<file path="config.mk">
export PLATFORM = sky130hd
export DESIGN_NAME = csf_core
export DESIGN_NICKNAME = d
export VERILOG_FILES = /design/src/design/csf_pkg.sv /design/src/design/csf_core.sv
export SDC_FILE = /design/constraint.sdc
export NUM_CORES = 1
export LEC_CHECK = 0
export ABC_AREA = 1
export ABC_CLOCK_PERIOD_IN_PS = 1800
export BUFFER_PORTS_ARGS = -buffer_cell sky130_fd_sc_hd__buf_2
export CORE_MARGIN = 4
export CORE_UTILIZATION = 23
export DETAILED_ROUTE_END_ITERATION = 6
export PLACE_DENSITY_LB_ADDON = 0.25
export SLEW_MARGIN = 40
export SYNTH_ARGS = -nofsm -noshare
export SYNTH_HDL_FRONTEND = slang
export SYNTH_SLANG_ARGS = --single-unit
</file>
<file path="constraint.sdc">
create_clock -name clk -period 1.8 [get_ports clk]
set_input_delay 0.18 -clock clk [delete_from_list [all_inputs] [get_ports clk]]
set_output_delay 0.18 -clock clk [all_outputs]
set_load 0.01 [all_outputs]
</file>
<file path="src/design/csf_pkg.sv">
// Constants, operation codes and register map of the core sequencer and flags block.
package csf_pkg;

    // -----------------------------------------------------------------
    // Widths and fixed addresses
    // -----------------------------------------------------------------
    localparam int ADDR_W = 6;
    localparam int DATA_W = 8;
    localparam int FP_W = 10;
    localparam logic [9:0] FP_RESET = 10'h000;
    localparam logic [9:0] TEST_AREA_LO = 10'h3EA;
    localparam logic [3:0] WORD_ZERO = 4'h0;
    localparam logic [3:0] LAST_WORD = 4'hF;
    localparam logic [3:0] ACC_ONES = 4'hF;
    localparam int MSB = 3;

    // -----------------------------------------------------------------
    // Register map
    // -----------------------------------------------------------------
    localparam logic [5:0] REG_CTRL0 = 6'h00;
    localparam logic [5:0] REG_FP_LO = 6'h01;
    localparam logic [5:0] REG_FP_HI = 6'h02;
    localparam logic [5:0] REG_FLAGS = 6'h03;
    localparam logic [5:0] REG_ACC = 6'h04;
    localparam logic [5:0] REG_TBL_LO = 6'h05;
    localparam logic [5:0] REG_TBL_HI = 6'h06;
    localparam logic [1:0] SEL_WORD = 2'h1;
    localparam logic [1:0] SEL_NIB_A = 2'h2;
    localparam logic [1:0] SEL_NIB_B = 2'h3;
    localparam logic [7:0] CTRL0_RESET = 8'h03;
    localparam int CTRL0_DP_LO = 4;
    localparam int CTRL0_DP_HI = 5;
    localparam int FLG_CARRY = 0;
    localparam int FLG_STATUS = 1;
    localparam int FLG_DEPTH = 2;
    localparam int FLG_STANDBY = 3;
    localparam int FLG_SAVE_OK = 4;

    // -----------------------------------------------------------------
    // Status test operand codes
    // -----------------------------------------------------------------
    localparam logic [2:0] TST_KEY_A = 3'h0;
    localparam logic [2:0] TST_KEY_B = 3'h3;
    localparam logic [2:0] TST_KEY_C = 3'h6;
    localparam logic [2:0] TST_TIMER = 3'h5;
    localparam int TST_SENSE_BIT = 3;

    // -----------------------------------------------------------------
    // Operations presented by the instruction decoder
    // -----------------------------------------------------------------
    typedef enum logic [4:0] {
        OP_NEXT = 5'h00, OP_JUMP = 5'h01, OP_JUMP_C = 5'h02, OP_JUMP_NC = 5'h03,
        OP_JUMP_F = 5'h04, OP_JUMP_NF = 5'h05, OP_CALL = 5'h06, OP_EXIT = 5'h07,
        OP_AND = 5'h08, OP_XOR = 5'h09, OP_OR = 5'h0A, OP_ROT = 5'h0B,
        OP_ROTZ = 5'h0C, OP_INC = 5'h0D, OP_SCAN = 5'h0E, OP_MOVE = 5'h0F,
        OP_IN = 5'h10, OP_TEST = 5'h11, OP_HALT = 5'h12, OP_TABLE = 5'h13
    } csf_op_type;

    typedef enum logic [1:0] {
        ST_RUN = 2'b01,
        ST_STANDBY = 2'b10
    } csf_state_type;

endpackage

</file>
<file path="src/design/csf_core.sv">
// Program sequencer, return stack, data memory, table pointer, accumulator and flags.
//
// The placing of the registers and strobed register access were decided locally.
module csf_core #(
    parameter int ROM_STEPS = 512
) (
    input wire logic clk,
    input wire logic rstn,
    input wire logic exec_valid,
    input wire csf_pkg::csf_op_type exec_op,
    input wire logic [9:0] exec_operand,
    input wire logic [1:0] exec_len,
    input wire logic [3:0] port_data,
    input wire logic [3:0] key_return_pins,
    input wire logic sense_pin_zero,
    input wire logic sense_led_pin,
    input wire logic timer_zero,
    input wire logic [5:0] addr,
    input wire logic [7:0] wr_data,
    input wire logic wr_en,
    input wire logic rd_en,
    output logic [7:0] rd_data,
    output logic [9:0] fetch_pointer,
    output logic [9:0] rom_table_pointer,
    output logic [3:0] acc,
    output logic carry_bit,
    output logic status_flag,
    output logic stack_depth_bit,
    output logic standby,
    output logic sys_reset_out
);

    // -----------------------------------------------------------------
    // Declarations
    // -----------------------------------------------------------------
    logic [5:0] pin_s1, pin_s2, pin_s3, pin_val;
    logic [7:0] mem [1:15];
    logic [7:0] word_zero;
    logic [7:0] control_reg_zero;
    logic [1:0] save_hi;
    logic save_ok;
    logic sys_reset_req;
    csf_pkg::csf_state_type state;
    logic go;
    logic [9:0] next_fp;
    logic next_reset;
    logic test_true;
    logic wake;
    logic [1:0] sel;
    logic [3:0] widx;
    logic touch_last;

    // True when a program address holds usable code or table data.
    function automatic logic usable(input logic [9:0] a);
        usable = (32'(a) < ROM_STEPS) && (a < csf_pkg::TEST_AREA_LO);
    endfunction

    // Returns one data word, word zero held apart for its reset.
    function automatic logic [7:0] word_at(input logic [3:0] i);
        word_at = (i == csf_pkg::WORD_ZERO) ? word_zero : mem[i];
    endfunction

    // Returns the save register formed from its upper bits and the last word.
    function automatic logic [9:0] save_addr();
        save_addr = {save_hi, mem[csf_pkg::LAST_WORD]};
    endfunction

    // -----------------------------------------------------------------
    // Pin synchronisers
    // -----------------------------------------------------------------
    // Three stages; a new level is accepted once stages two and three agree.
    always_ff @(posedge clk or negedge rstn) begin
        if (!rstn) begin
            pin_s1 <= 6'h00;
            pin_s2 <= 6'h00;
            pin_s3 <= 6'h00;
            pin_val <= 6'h00;
        end else begin
            pin_s1 <= {sense_led_pin, sense_pin_zero, key_return_pins};
            pin_s2 <= pin_s1;
            pin_s3 <= pin_s2;
            if (pin_s2 == pin_s3) begin
                pin_val <= pin_s3;
            end
        end
    end

    // -----------------------------------------------------------------
    // Decode
    // -----------------------------------------------------------------
    // Status test condition and the standby wake condition.
    always_comb begin
        case (exec_operand[2:0])
            csf_pkg::TST_KEY_A, csf_pkg::TST_KEY_B, csf_pkg::TST_KEY_C: begin
                test_true = |pin_val[3:0];
            end
            csf_pkg::TST_TIMER: begin
                test_true = timer_zero;
            end
            default: begin
                test_true = 1'b0;
            end
        endcase
        if (exec_operand[csf_pkg::TST_SENSE_BIT] && (|pin_val[5:4])) begin
            test_true = 1'b1;
        end
        wake = |pin_val[3:0];
    end

    assign go = exec_valid && (state == csf_pkg::ST_RUN) && !sys_reset_req;
    assign sel = addr[5:4];
    assign widx = (sel == csf_pkg::SEL_WORD) ? addr[3:0] : addr[4:1];
    assign touch_last = (wr_en || rd_en) && (sel != 2'h0) && (widx == csf_pkg::LAST_WORD);

    // Next fetch pointer and the depth fault request.
    always_comb begin
        next_fp = fetch_pointer + 10'(exec_len);
        next_reset = 1'b0;
        case (exec_op)
            csf_pkg::OP_JUMP: next_fp = exec_operand;
            csf_pkg::OP_JUMP_C: if (carry_bit) next_fp = exec_operand;
            csf_pkg::OP_JUMP_NC: if (!carry_bit) next_fp = exec_operand;
            csf_pkg::OP_JUMP_F: if (status_flag) next_fp = exec_operand;
            csf_pkg::OP_JUMP_NF: if (!status_flag) next_fp = exec_operand;
            csf_pkg::OP_CALL: begin
                next_fp = exec_operand;
                next_reset = stack_depth_bit;
            end
            csf_pkg::OP_EXIT: begin
                next_fp = save_addr();
                next_reset = !stack_depth_bit;
            end
            csf_pkg::OP_TABLE: if (!usable(rom_table_pointer)) next_fp = csf_pkg::FP_RESET;
            default: begin
            end
        endcase
        if (!usable(next_fp)) begin
            next_fp = csf_pkg::FP_RESET;
        end
    end

    // -----------------------------------------------------------------
    // Sequencer
    // -----------------------------------------------------------------
    // Fetch pointer; zero on reset and on a depth fault.
    always_ff @(posedge clk or negedge rstn) begin
        if (!rstn) begin
            fetch_pointer <= csf_pkg::FP_RESET;
        end else if (sys_reset_req) begin
            fetch_pointer <= csf_pkg::FP_RESET;
        end else if (go && exec_op != csf_pkg::OP_HALT) begin
            fetch_pointer <= next_fp;
        end
    end

    // Depth bit; call and return move it, and the internal system reset clears it.
    always_ff @(posedge clk or negedge rstn) begin
        if (!rstn) begin
            stack_depth_bit <= 1'b0;
        end else if (sys_reset_req) begin
            stack_depth_bit <= 1'b0;
        end else if (go && exec_op == csf_pkg::OP_CALL) begin
            stack_depth_bit <= 1'b1;
        end else if (go && exec_op == csf_pkg::OP_EXIT) begin
            stack_depth_bit <= 1'b0;
        end
    end

    // Internal system reset raised by a depth overflow or underflow.
    always_ff @(posedge clk or negedge rstn) begin
        if (!rstn) begin
            sys_reset_req <= 1'b0;
            sys_reset_out <= 1'b0;
        end else begin
            sys_reset_req <= go && next_reset;
            sys_reset_out <= go && next_reset;
        end
    end

    // Run and standby state; a halt skips standby when wake or the status flag already holds.
    always_ff @(posedge clk or negedge rstn) begin
        if (!rstn) begin
            state <= csf_pkg::ST_RUN;
            standby <= 1'b0;
        end else begin
            case (state)
                csf_pkg::ST_RUN: begin
                    if (go && exec_op == csf_pkg::OP_HALT && !wake && !status_flag) begin
                        state <= csf_pkg::ST_STANDBY;
                        standby <= 1'b1;
                    end
                end
                csf_pkg::ST_STANDBY: begin
                    if (wake || sys_reset_req) begin
                        state <= csf_pkg::ST_RUN;
                        standby <= 1'b0;
                    end
                end
                default: begin
                    state <= csf_pkg::ST_RUN;
                    standby <= 1'b0;
                end
            endcase
        end
    end

    // Status flag from tests, halts and the end of standby.
    always_ff @(posedge clk or negedge rstn) begin
        if (!rstn) begin
            status_flag <= 1'b0;
        end else if (state == csf_pkg::ST_STANDBY && wake) begin
            status_flag <= 1'b1;
        end else if (go && exec_op == csf_pkg::OP_TEST) begin
            status_flag <= test_true;
        end else if (go && exec_op == csf_pkg::OP_HALT) begin
            status_flag <= wake;
        end
    end

    // -----------------------------------------------------------------
    // Accumulator and carry
    // -----------------------------------------------------------------
    // Accumulator has no reset, so its value is unknown until loaded.
    always_ff @(posedge clk) begin
        if (go) begin
            case (exec_op)
                csf_pkg::OP_AND: acc <= acc & exec_operand[3:0];
                csf_pkg::OP_XOR: acc <= acc ^ exec_operand[3:0];
                csf_pkg::OP_OR: acc <= acc | exec_operand[3:0];
                csf_pkg::OP_ROT: acc <= {acc[2:0], acc[csf_pkg::MSB]};
                csf_pkg::OP_ROTZ: acc <= {acc[2:0], 1'b0};
                csf_pkg::OP_INC: acc <= acc + 4'h1;
                csf_pkg::OP_MOVE: acc <= exec_operand[3:0];
                csf_pkg::OP_IN: acc <= port_data;
                default: acc <= acc;
            endcase
        end
    end

    // Carry flag updates.
    always_ff @(posedge clk or negedge rstn) begin
        if (!rstn) begin
            carry_bit <= 1'b0;
        end else if (go) begin
            case (exec_op)
                csf_pkg::OP_AND, csf_pkg::OP_XOR: begin
                    carry_bit <= acc[csf_pkg::MSB] & exec_operand[csf_pkg::MSB];
                end
                csf_pkg::OP_ROT, csf_pkg::OP_ROTZ: begin
                    carry_bit <= acc[csf_pkg::MSB];
                end
                csf_pkg::OP_INC, csf_pkg::OP_SCAN: begin
                    carry_bit <= (acc == csf_pkg::ACC_ONES);
                end
                csf_pkg::OP_OR, csf_pkg::OP_MOVE, csf_pkg::OP_IN: begin
                    carry_bit <= 1'b0;
                end
                default: begin
                end
            endcase
        end
    end

    // -----------------------------------------------------------------
    // Data memory and return address save register
    // -----------------------------------------------------------------
    // Word zero clears on any reset and doubles as the table low byte.
    always_ff @(posedge clk or negedge rstn) begin
        if (!rstn) begin
            word_zero <= 8'h00;
        end else if (sys_reset_req) begin
            word_zero <= 8'h00;
        end else if (wr_en && sel == csf_pkg::SEL_WORD && widx == csf_pkg::WORD_ZERO) begin
            word_zero <= wr_data;
        end else if (wr_en && sel[1] && widx == csf_pkg::WORD_ZERO) begin
            if (addr[0]) begin
                word_zero[7:4] <= wr_data[3:0];
            end else begin
                word_zero[3:0] <= wr_data[3:0];
            end
        end
    end

    // Other words keep their contents over reset; a call stores the low return byte.
    always_ff @(posedge clk) begin
        for (int k = 1; k < 16; k++) begin
            if (go && exec_op == csf_pkg::OP_CALL && 4'(k) == csf_pkg::LAST_WORD) begin
                mem[k] <= fetch_pointer[7:0];
            end else if (wr_en && sel == csf_pkg::SEL_WORD && widx == 4'(k)) begin
                mem[k] <= wr_data;
            end else if (wr_en && sel[1] && widx == 4'(k)) begin
                if (addr[0]) begin
                    mem[k][7:4] <= wr_data[3:0];
                end else begin
                    mem[k][3:0] <= wr_data[3:0];
                end
            end
        end
    end

    // Upper save bits; kept over reset, spoilt when the last word is used as data.
    always_ff @(posedge clk) begin
        if (go && exec_op == csf_pkg::OP_CALL) begin
            save_hi <= fetch_pointer[9:8];
            save_ok <= 1'b1;
        end else if (touch_last) begin
            save_hi <= 2'h0;
            save_ok <= 1'b0;
        end
    end

    // -----------------------------------------------------------------
    // Control register zero and table pointer
    // -----------------------------------------------------------------
    // Control register zero; only its pointer bits are used here.
    always_ff @(posedge clk or negedge rstn) begin
        if (!rstn) begin
            control_reg_zero <= csf_pkg::CTRL0_RESET;
        end else if (sys_reset_req) begin
            control_reg_zero <= csf_pkg::CTRL0_RESET;
        end else if (wr_en && addr == csf_pkg::REG_CTRL0) begin
            control_reg_zero <= wr_data;
        end
    end

    // Table pointer, refreshed every cycle from its two sources.
    always_ff @(posedge clk or negedge rstn) begin
        if (!rstn) begin
            rom_table_pointer <= csf_pkg::FP_RESET;
        end else begin
            rom_table_pointer <= {control_reg_zero[csf_pkg::CTRL0_DP_HI],
                                  control_reg_zero[csf_pkg::CTRL0_DP_LO], word_zero};
        end
    end

    // -----------------------------------------------------------------
    // Register read port
    // -----------------------------------------------------------------
    // Read data stand one cycle after the read strobe, zero otherwise.
    always_ff @(posedge clk or negedge rstn) begin
        if (!rstn) begin
            rd_data <= 8'h00;
        end else if (!rd_en) begin
            rd_data <= 8'h00;
        end else if (sel == csf_pkg::SEL_WORD) begin
            rd_data <= word_at(widx);
        end else if (sel[1]) begin
            rd_data <= addr[0] ? {4'h0, 4'(word_at(widx) >> 4)} : {4'h0, 4'(word_at(widx))};
        end else begin
            case (addr)
                csf_pkg::REG_CTRL0: rd_data <= control_reg_zero;
                csf_pkg::REG_FP_LO: rd_data <= fetch_pointer[7:0];
                csf_pkg::REG_FP_HI: rd_data <= {6'h00, fetch_pointer[9:8]};
                csf_pkg::REG_FLAGS: rd_data <= {3'h0, save_ok, standby, stack_depth_bit,
                                                status_flag, carry_bit};
                csf_pkg::REG_ACC: rd_data <= {4'h0, acc};
                csf_pkg::REG_TBL_LO: rd_data <= rom_table_pointer[7:0];
                csf_pkg::REG_TBL_HI: rd_data <= {6'h00, rom_table_pointer[9:8]};
                default: rd_data <= 8'h00;
            endcase
        end
    end
endmodule

</file>
# Word-level counts from Yosys, hierarchy flattened
# Memories as Yosys holds them, arrays and structs flattened.
# Cells that the tools add are included.
# word_totals
reg_bits	82
inputBits	47
mem_bits_rw	120
n_memories	1
word_cells	448
# mem_list
name	words	word_bits	rd	rd_clocked_by_memory_dff	wr	line_no	text
mem	15	8	2	0	2	csf_core.sv:37	logic [7:0] mem [1:15];
# op_classes
n_lt_le_gt_ge	4
addsub	2
muxes	239
n_reduce_logical	96
bitwise_logic	35
eq_ne	52
# ops
cell	count
2-to-1 mux 4 bit	47
2-to-1 mux 8 bit	23
2-to-1 mux 1 bit	136
OR reduction 8 bit	13
2-to-1 mux 10 bit	8
case mux 10 bit (7 select lines)	1
case mux 8 bit (7 select lines)	1
logical AND 1 bit	51
equality test 5 x 4 -> 1 bit, second input constant	8
less-than comparator 10 bit, second input constant	4
equality test 4 bit, second input constant	9
2-to-1 mux 2 bit	17
case mux 4 bit (8 select lines)	1
OR 1 bit	31
equality test 5 x 3 -> 1 bit, second input constant	4
equality test 5 bit, second input constant	4
equality test 6 x 3 -> 1 bit, second input constant	3
equality test 4 x 3 -> 1 bit, second input constant	4
equality test 6 x 2 -> 1 bit, second input constant	2
nonzero test 3 bit	4
adder 10 x 2 -> 10 bit	1
equality test 5 x 2 -> 1 bit, second input constant	2
AND reduction 2 bit	5
OR reduction 2 bit	5
other kinds (31)	44

# Longest topological paths before layout
# logic_depth
ltp_word	22
mapped_depth	18

# Worst setup path after synthesis
# Ideal clock, no wire load.
# synth_path
kind	flip-flop to flip-flop
startpoint	reg fetch_pointer[1]
endpoint	reg fetch_pointer[0]
stages_incl_launch_ff	12
arrival_time_ps	1851
setup_time_ps	66
path_slack_ps	-117
path_cell_list	dfrtp_1 > ha_1 > a21oi_1 > nor2_1 > nand3_1 > nor2_1 > nand3_1 > nand2_1 > nand2_1 > a21boi_2 > nand3_1 > nand2_1
# synth_between
elab_chain_cells	8
# synth_rtl
item	line_no	text
from (decl)	csf_core.sv:23	output logic [9:0] fetch_pointer,
from (signal assigned)	csf_core.sv:148	fetch_pointer <= csf_pkg::FP_RESET;
from (signal assigned)	csf_core.sv:150	fetch_pointer <= csf_pkg::FP_RESET;
from (signal assigned)	csf_core.sv:152	fetch_pointer <= next_fp;
adder 10 x 2 -> 10 bit *	csf_core.sv:117	next_fp = fetch_pointer + 10'(exec_len);
2-to-1 mux 10 bit (on tied branches)	--	
case mux 10 bit (7 select lines) *	csf_core.sv:119	case (exec_op)
less-than comparator 10 bit	csf_core.sv:55	usable = (32'(a) < ROM_STEPS) && (a < csf_pkg::TEST_AREA_LO);
logical AND 1 bit *	csf_core.sv:55	
2-to-1 mux 10 bit *	csf_core.sv:137	if (!usable(next_fp)) begin
2-to-1 mux 10 bit *	csf_core.sv:151	end else if (go && exec_op != csf_pkg::OP_HALT) begin
2-to-1 mux 10 bit *	csf_core.sv:149	end else if (sys_reset_req) begin
# Every way passes the cells marked *; elsewhere a longest branch is shown, timed or not. The select of a mux whose other input is x is not followed.
# A chain may end at the register's enable or synchronous reset.

# Final worst setup path
# layout_path
startpoint	reg fetch_pointer[1]
endpoint	reg fetch_pointer[6]
# layout_between
elab_chain_cells	8
# layout_rtl
item	line_no
adder 10 x 2 -> 10 bit *	csf_core.sv:117
2-to-1 mux 10 bit (on tied branches)	--
case mux 10 bit (7 select lines) *	csf_core.sv:119
less-than comparator 10 bit	csf_core.sv:55
logical AND 1 bit	csf_core.sv:55
2-to-1 mux 10 bit *	csf_core.sv:137
2-to-1 mux 10 bit *	csf_core.sv:151
2-to-1 mux 10 bit *	csf_core.sv:149
# Marks and branches as above.

==> impl_metrics.yaml <==
yosys:
  syn_area_um2: 11200
  yosys_warnings: 0
  synth_edf_count: 126
  yosysSeqAreaShare_pct: 50.5
  ys_ff_latch: 201
  synth_ff_type: "edfxtp_1"
  yosys.area.top_type_share_pct: 33.7
  synth_area_leaders: "edfxtp_1 (34%), nand2_1 (17%), dfrtp_1 (16%)"
  synth.distinct_cells: 56
  synthCells: 1411
  synth_area_per_cell_um2: 7.95
  postSynth.asyncResetShare_pct: 36.8
  synth_top_cell_by_area: "edfxtp_1"
  syn_nets: 1470
grt:
  busiest_layer: "met2"
  antenna_found_initial: 1
  grt_use_met1_pct: 21.0
  overflow: 0
  grt.met2_usage_pct: 24.3
  grt_pass1_vias: 10300
  track_usage_pct: 14.8
  grt_max_degree: 34
  grt_pass1_wl_um: 60900
  grtUsageMet3_pct: 1.45
worst_hold_path:
  min_delay_path_depth: 3
  hp-class: "input port to register"
final_layout:
  instances_no_fill: 2289
  seq_area_um2: 5660
  area_growth_pct: 32.7
  drive_gt1_share_pct: 23.2
  multi_input_area_um2: 4870
  fill_cells: 5040
  final_nets: 1714
  antenna-diode-count: 0
  fin_util_pct: 31.0
  finish.instance_area_um2: 14900
placed_design:
  gp_congestion: 0.862
  port_buffers: 83
  dp_hpwl_um: 29100
  dpl_cell_area_um2: 13600
  place_inst: 2221
  dp_slack_ns: -0.324
power:
  ir_worst_vdd_mv: 0.580
  cellLeakagePower_nw: 7.26
  totalPowerFinal_mw: 14.3
  power_density_nw_per_um2: 963
timing:
  clock.fmax_ghz: 0.538
  final.min_clock_period_ns: 1.86
  setup_ws_ns: -0.0590
  relSlewSlack_pct: 60.6
  clock_skew_ns: 0.0103
  grt_setup_unrepaired: "yes"
  min_period_over_period_pct: 103
  setup_viol: 17
  worst_pin_slew_ns: 0.591
  slew_viol_final: 0
  hold_viol: 0
route:
  wirelength_um: 39600
  firstDrtPassIters: 5
  drt_iter0_drc: 544
  vias_per_cell: 4.48
  wl_per_cell_um: 17.3
  drc: 0
  dr_total_vias: 10200
  antenna_left: 0
setup_path:
  path_cells: "buf_4, fa_2, nand3_1, nor2_1, inv_1, o21ai_0, o21ai_0, inv_1, nand2_1, nand3_1, nand3_1, nand2_1"
  crit_path_end_kind: "register"
  slowest_stage: "dfrtp_2"
  slowest_delay_ns: 0.42
  worstSetupPathType: "register to register"
  r2r_cells: 12
  r2r_slack_ns: -0.06
  worstSetupStartpointType: "register"
  arrival_ns: 2.28
  crit_fanout: 5
  cp.required_ns: 2.23
  path_common_cell: "nand3_1"
floorplan:
  dieArea_um2: 52400
  die_x_um: 229
  die_y_um: 229
  rows: 80
  pin_count: 84
  start_util_pct: 23.4
  core_um2: 47900
cts:
  clk_pin_slew_ns: 0.06
  cts_buffers: 25
  clk_latency_ns: 0.54
  cts_buffer_depth: 3
  clockRootBuffer: "clkbuf_16"
  cts_tree: "yes"
  cts_sinks: 201
  cts_max_level: 1
flow_run:
  drv_cap: 0
status:
  failed_checks: "negative setup slack"
  status: "finished with violations"
## critical path, delay by kind of cell (launching register included)
family / cells / cell delay, ns
buffers and inverters: 3 / 0.36
adder cells (fa/ha/maj): 1 / 0.39
flip-flops: 1 / 0.42
AND/OR/NAND/NOR: 6 / 0.42
AO/OA/AOI/OAI: 2 / 0.16
## layer usage
layer	part of all wire, %	up-vias
met5	0.018	-
met4	2.3	2
met3	3.6	51
met2	47	186
met1	47	4942
li1	-	5063
## cell usage after synthesis, types with 5 or more instances
master and number:
nand2_1 512, inv_1 194, edfxtp_1 126, o21ai_0 99
nand3_1 98, nor2_1 78, dfrtp_1 71, a21oi_1 33
clkbuf_1 21, nand3b_1 20, buf_2 12, ha_1 11
nand4_1 11, nor3_1 10, nand2_2 9, o211ai_1 9
o22ai_1 8, nand3_2 7, xor2_1 7, buf_1 6
inv_2 5
## area by class of cell
| class | instances | share of cell area (%) |
|---|---|---|
| clock buffers | 32 | 4.88 |
| clock inverters | 14 | 0.874 |
| inverters | 201 | 5.12 |
| multi-input cells | 966 | 32.7 |
| flip-flops and latches | 201 | 38.0 |
| well taps | 615 | 5.17 |
| repair buffers | 260 | 13.2 |
## sequential cells by signal, summed over array words and instances (netlist names), 2 cells and up
name,cells
acc,4
pin_s1,6
save_hi,2
word_zero,8
rom_table_pointer,10
pin_s2,6
rd_data,8
control_reg_zero,8
pin_s3,6
mem,120
pin_val,6
fetch_pointer,10
## logic make-up (layout without fill, tap and decap cells)
logic type / after synthesis / after routing / share of synthesized area, %
xor gates and xnor gates: 9 / 9 / 0.703
AOI/OAI and AO/OA: 173 / 174 / 8.93
buffers and inverters: 245 / 507 / 8.62
and+or+nand+nor: 767 / 767 / 29.4
adders and majority gates: 12 / 12 / 1.41
DFF: 201 / 201 / 50.5
muxes: 4 / 4 / 0.468
## final timing paths
path | startpoint | to
max in group asynchronous | rstn | control_reg_zero[1]
min in group asynchronous | rstn | rd_data[6]
worst max-delay path | fetch_pointer[1] | fetch_pointer[6]
worst max register to register | fetch_pointer[1] | fetch_pointer[6]
worst min register to register | pin_s1[3] | pin_s2[3]
worst min-delay path | port_data[3] | acc[3]
## report_power, final
group	switching (mW)	total, mW	internal, mW	leakage [nW]
clock network	2.06	5.21	3.14	0.424
logic	1.88	3.15	1.27	4.77
registers	0.517	5.99	5.47	2.06
## what timing repair did
action | in CTS | in global routing
endpoints found under the hold margin | 73 | 0
hold buffers | 10 | 0
setup buffers | 1 | 9
endpoints found under the setup margin | 24 | 31
gates cloned | 1 | 1
pin swaps | 10 | 20
resized for setup | 15 | 58
## cell usage in the layout (no fill, tap or decap), drive strengths merged, types with 2 or more instances in the layout
master / netlist / layout
nand2: 525 / 525
buf: 23 / 250
inv: 200 / 203
edfxtp: 126 / 126
nand3: 105 / 105
o21ai: 101 / 101
nor2: 86 / 86
dfrtp: 71 / 71
a21oi: 34 / 34
clkbuf: 21 / 32
nand3b: 20 / 20
nor3: 12 / 12
nand4: 11 / 11
ha: 11 / 11
dlygate4sd3: 0 / 10
o211ai: 9 / 9
clkinv: 1 / 9
o22ai: 8 / 8
xor2: 7 / 7
o2111ai: 4 / 4
nor3b: 4 / 4
mux2: 4 / 4
nor4: 3 / 3
a21boi: 2 / 3
dfstp: 3 / 3
a22oi: 3 / 3
a31oi: 3 / 3
xnor2: 2 / 2
o21bai: 2 / 2
bufinv: 0 / 2
a211oi: 2 / 2
## through the flow
stage	setup TNS, ns	hold WS, ns
5_1_grt	-3.32	0.0414
3_5_place_dp	-29.90	0.169
4_1_cts	-0.912	0.00417
2_1_floorplan	-0.165	-0.116
6_report	-0.386	0.00964
3_3_place_gp	-25.97	0.169
No activity file was read; power rests on OpenSTA's default activity.
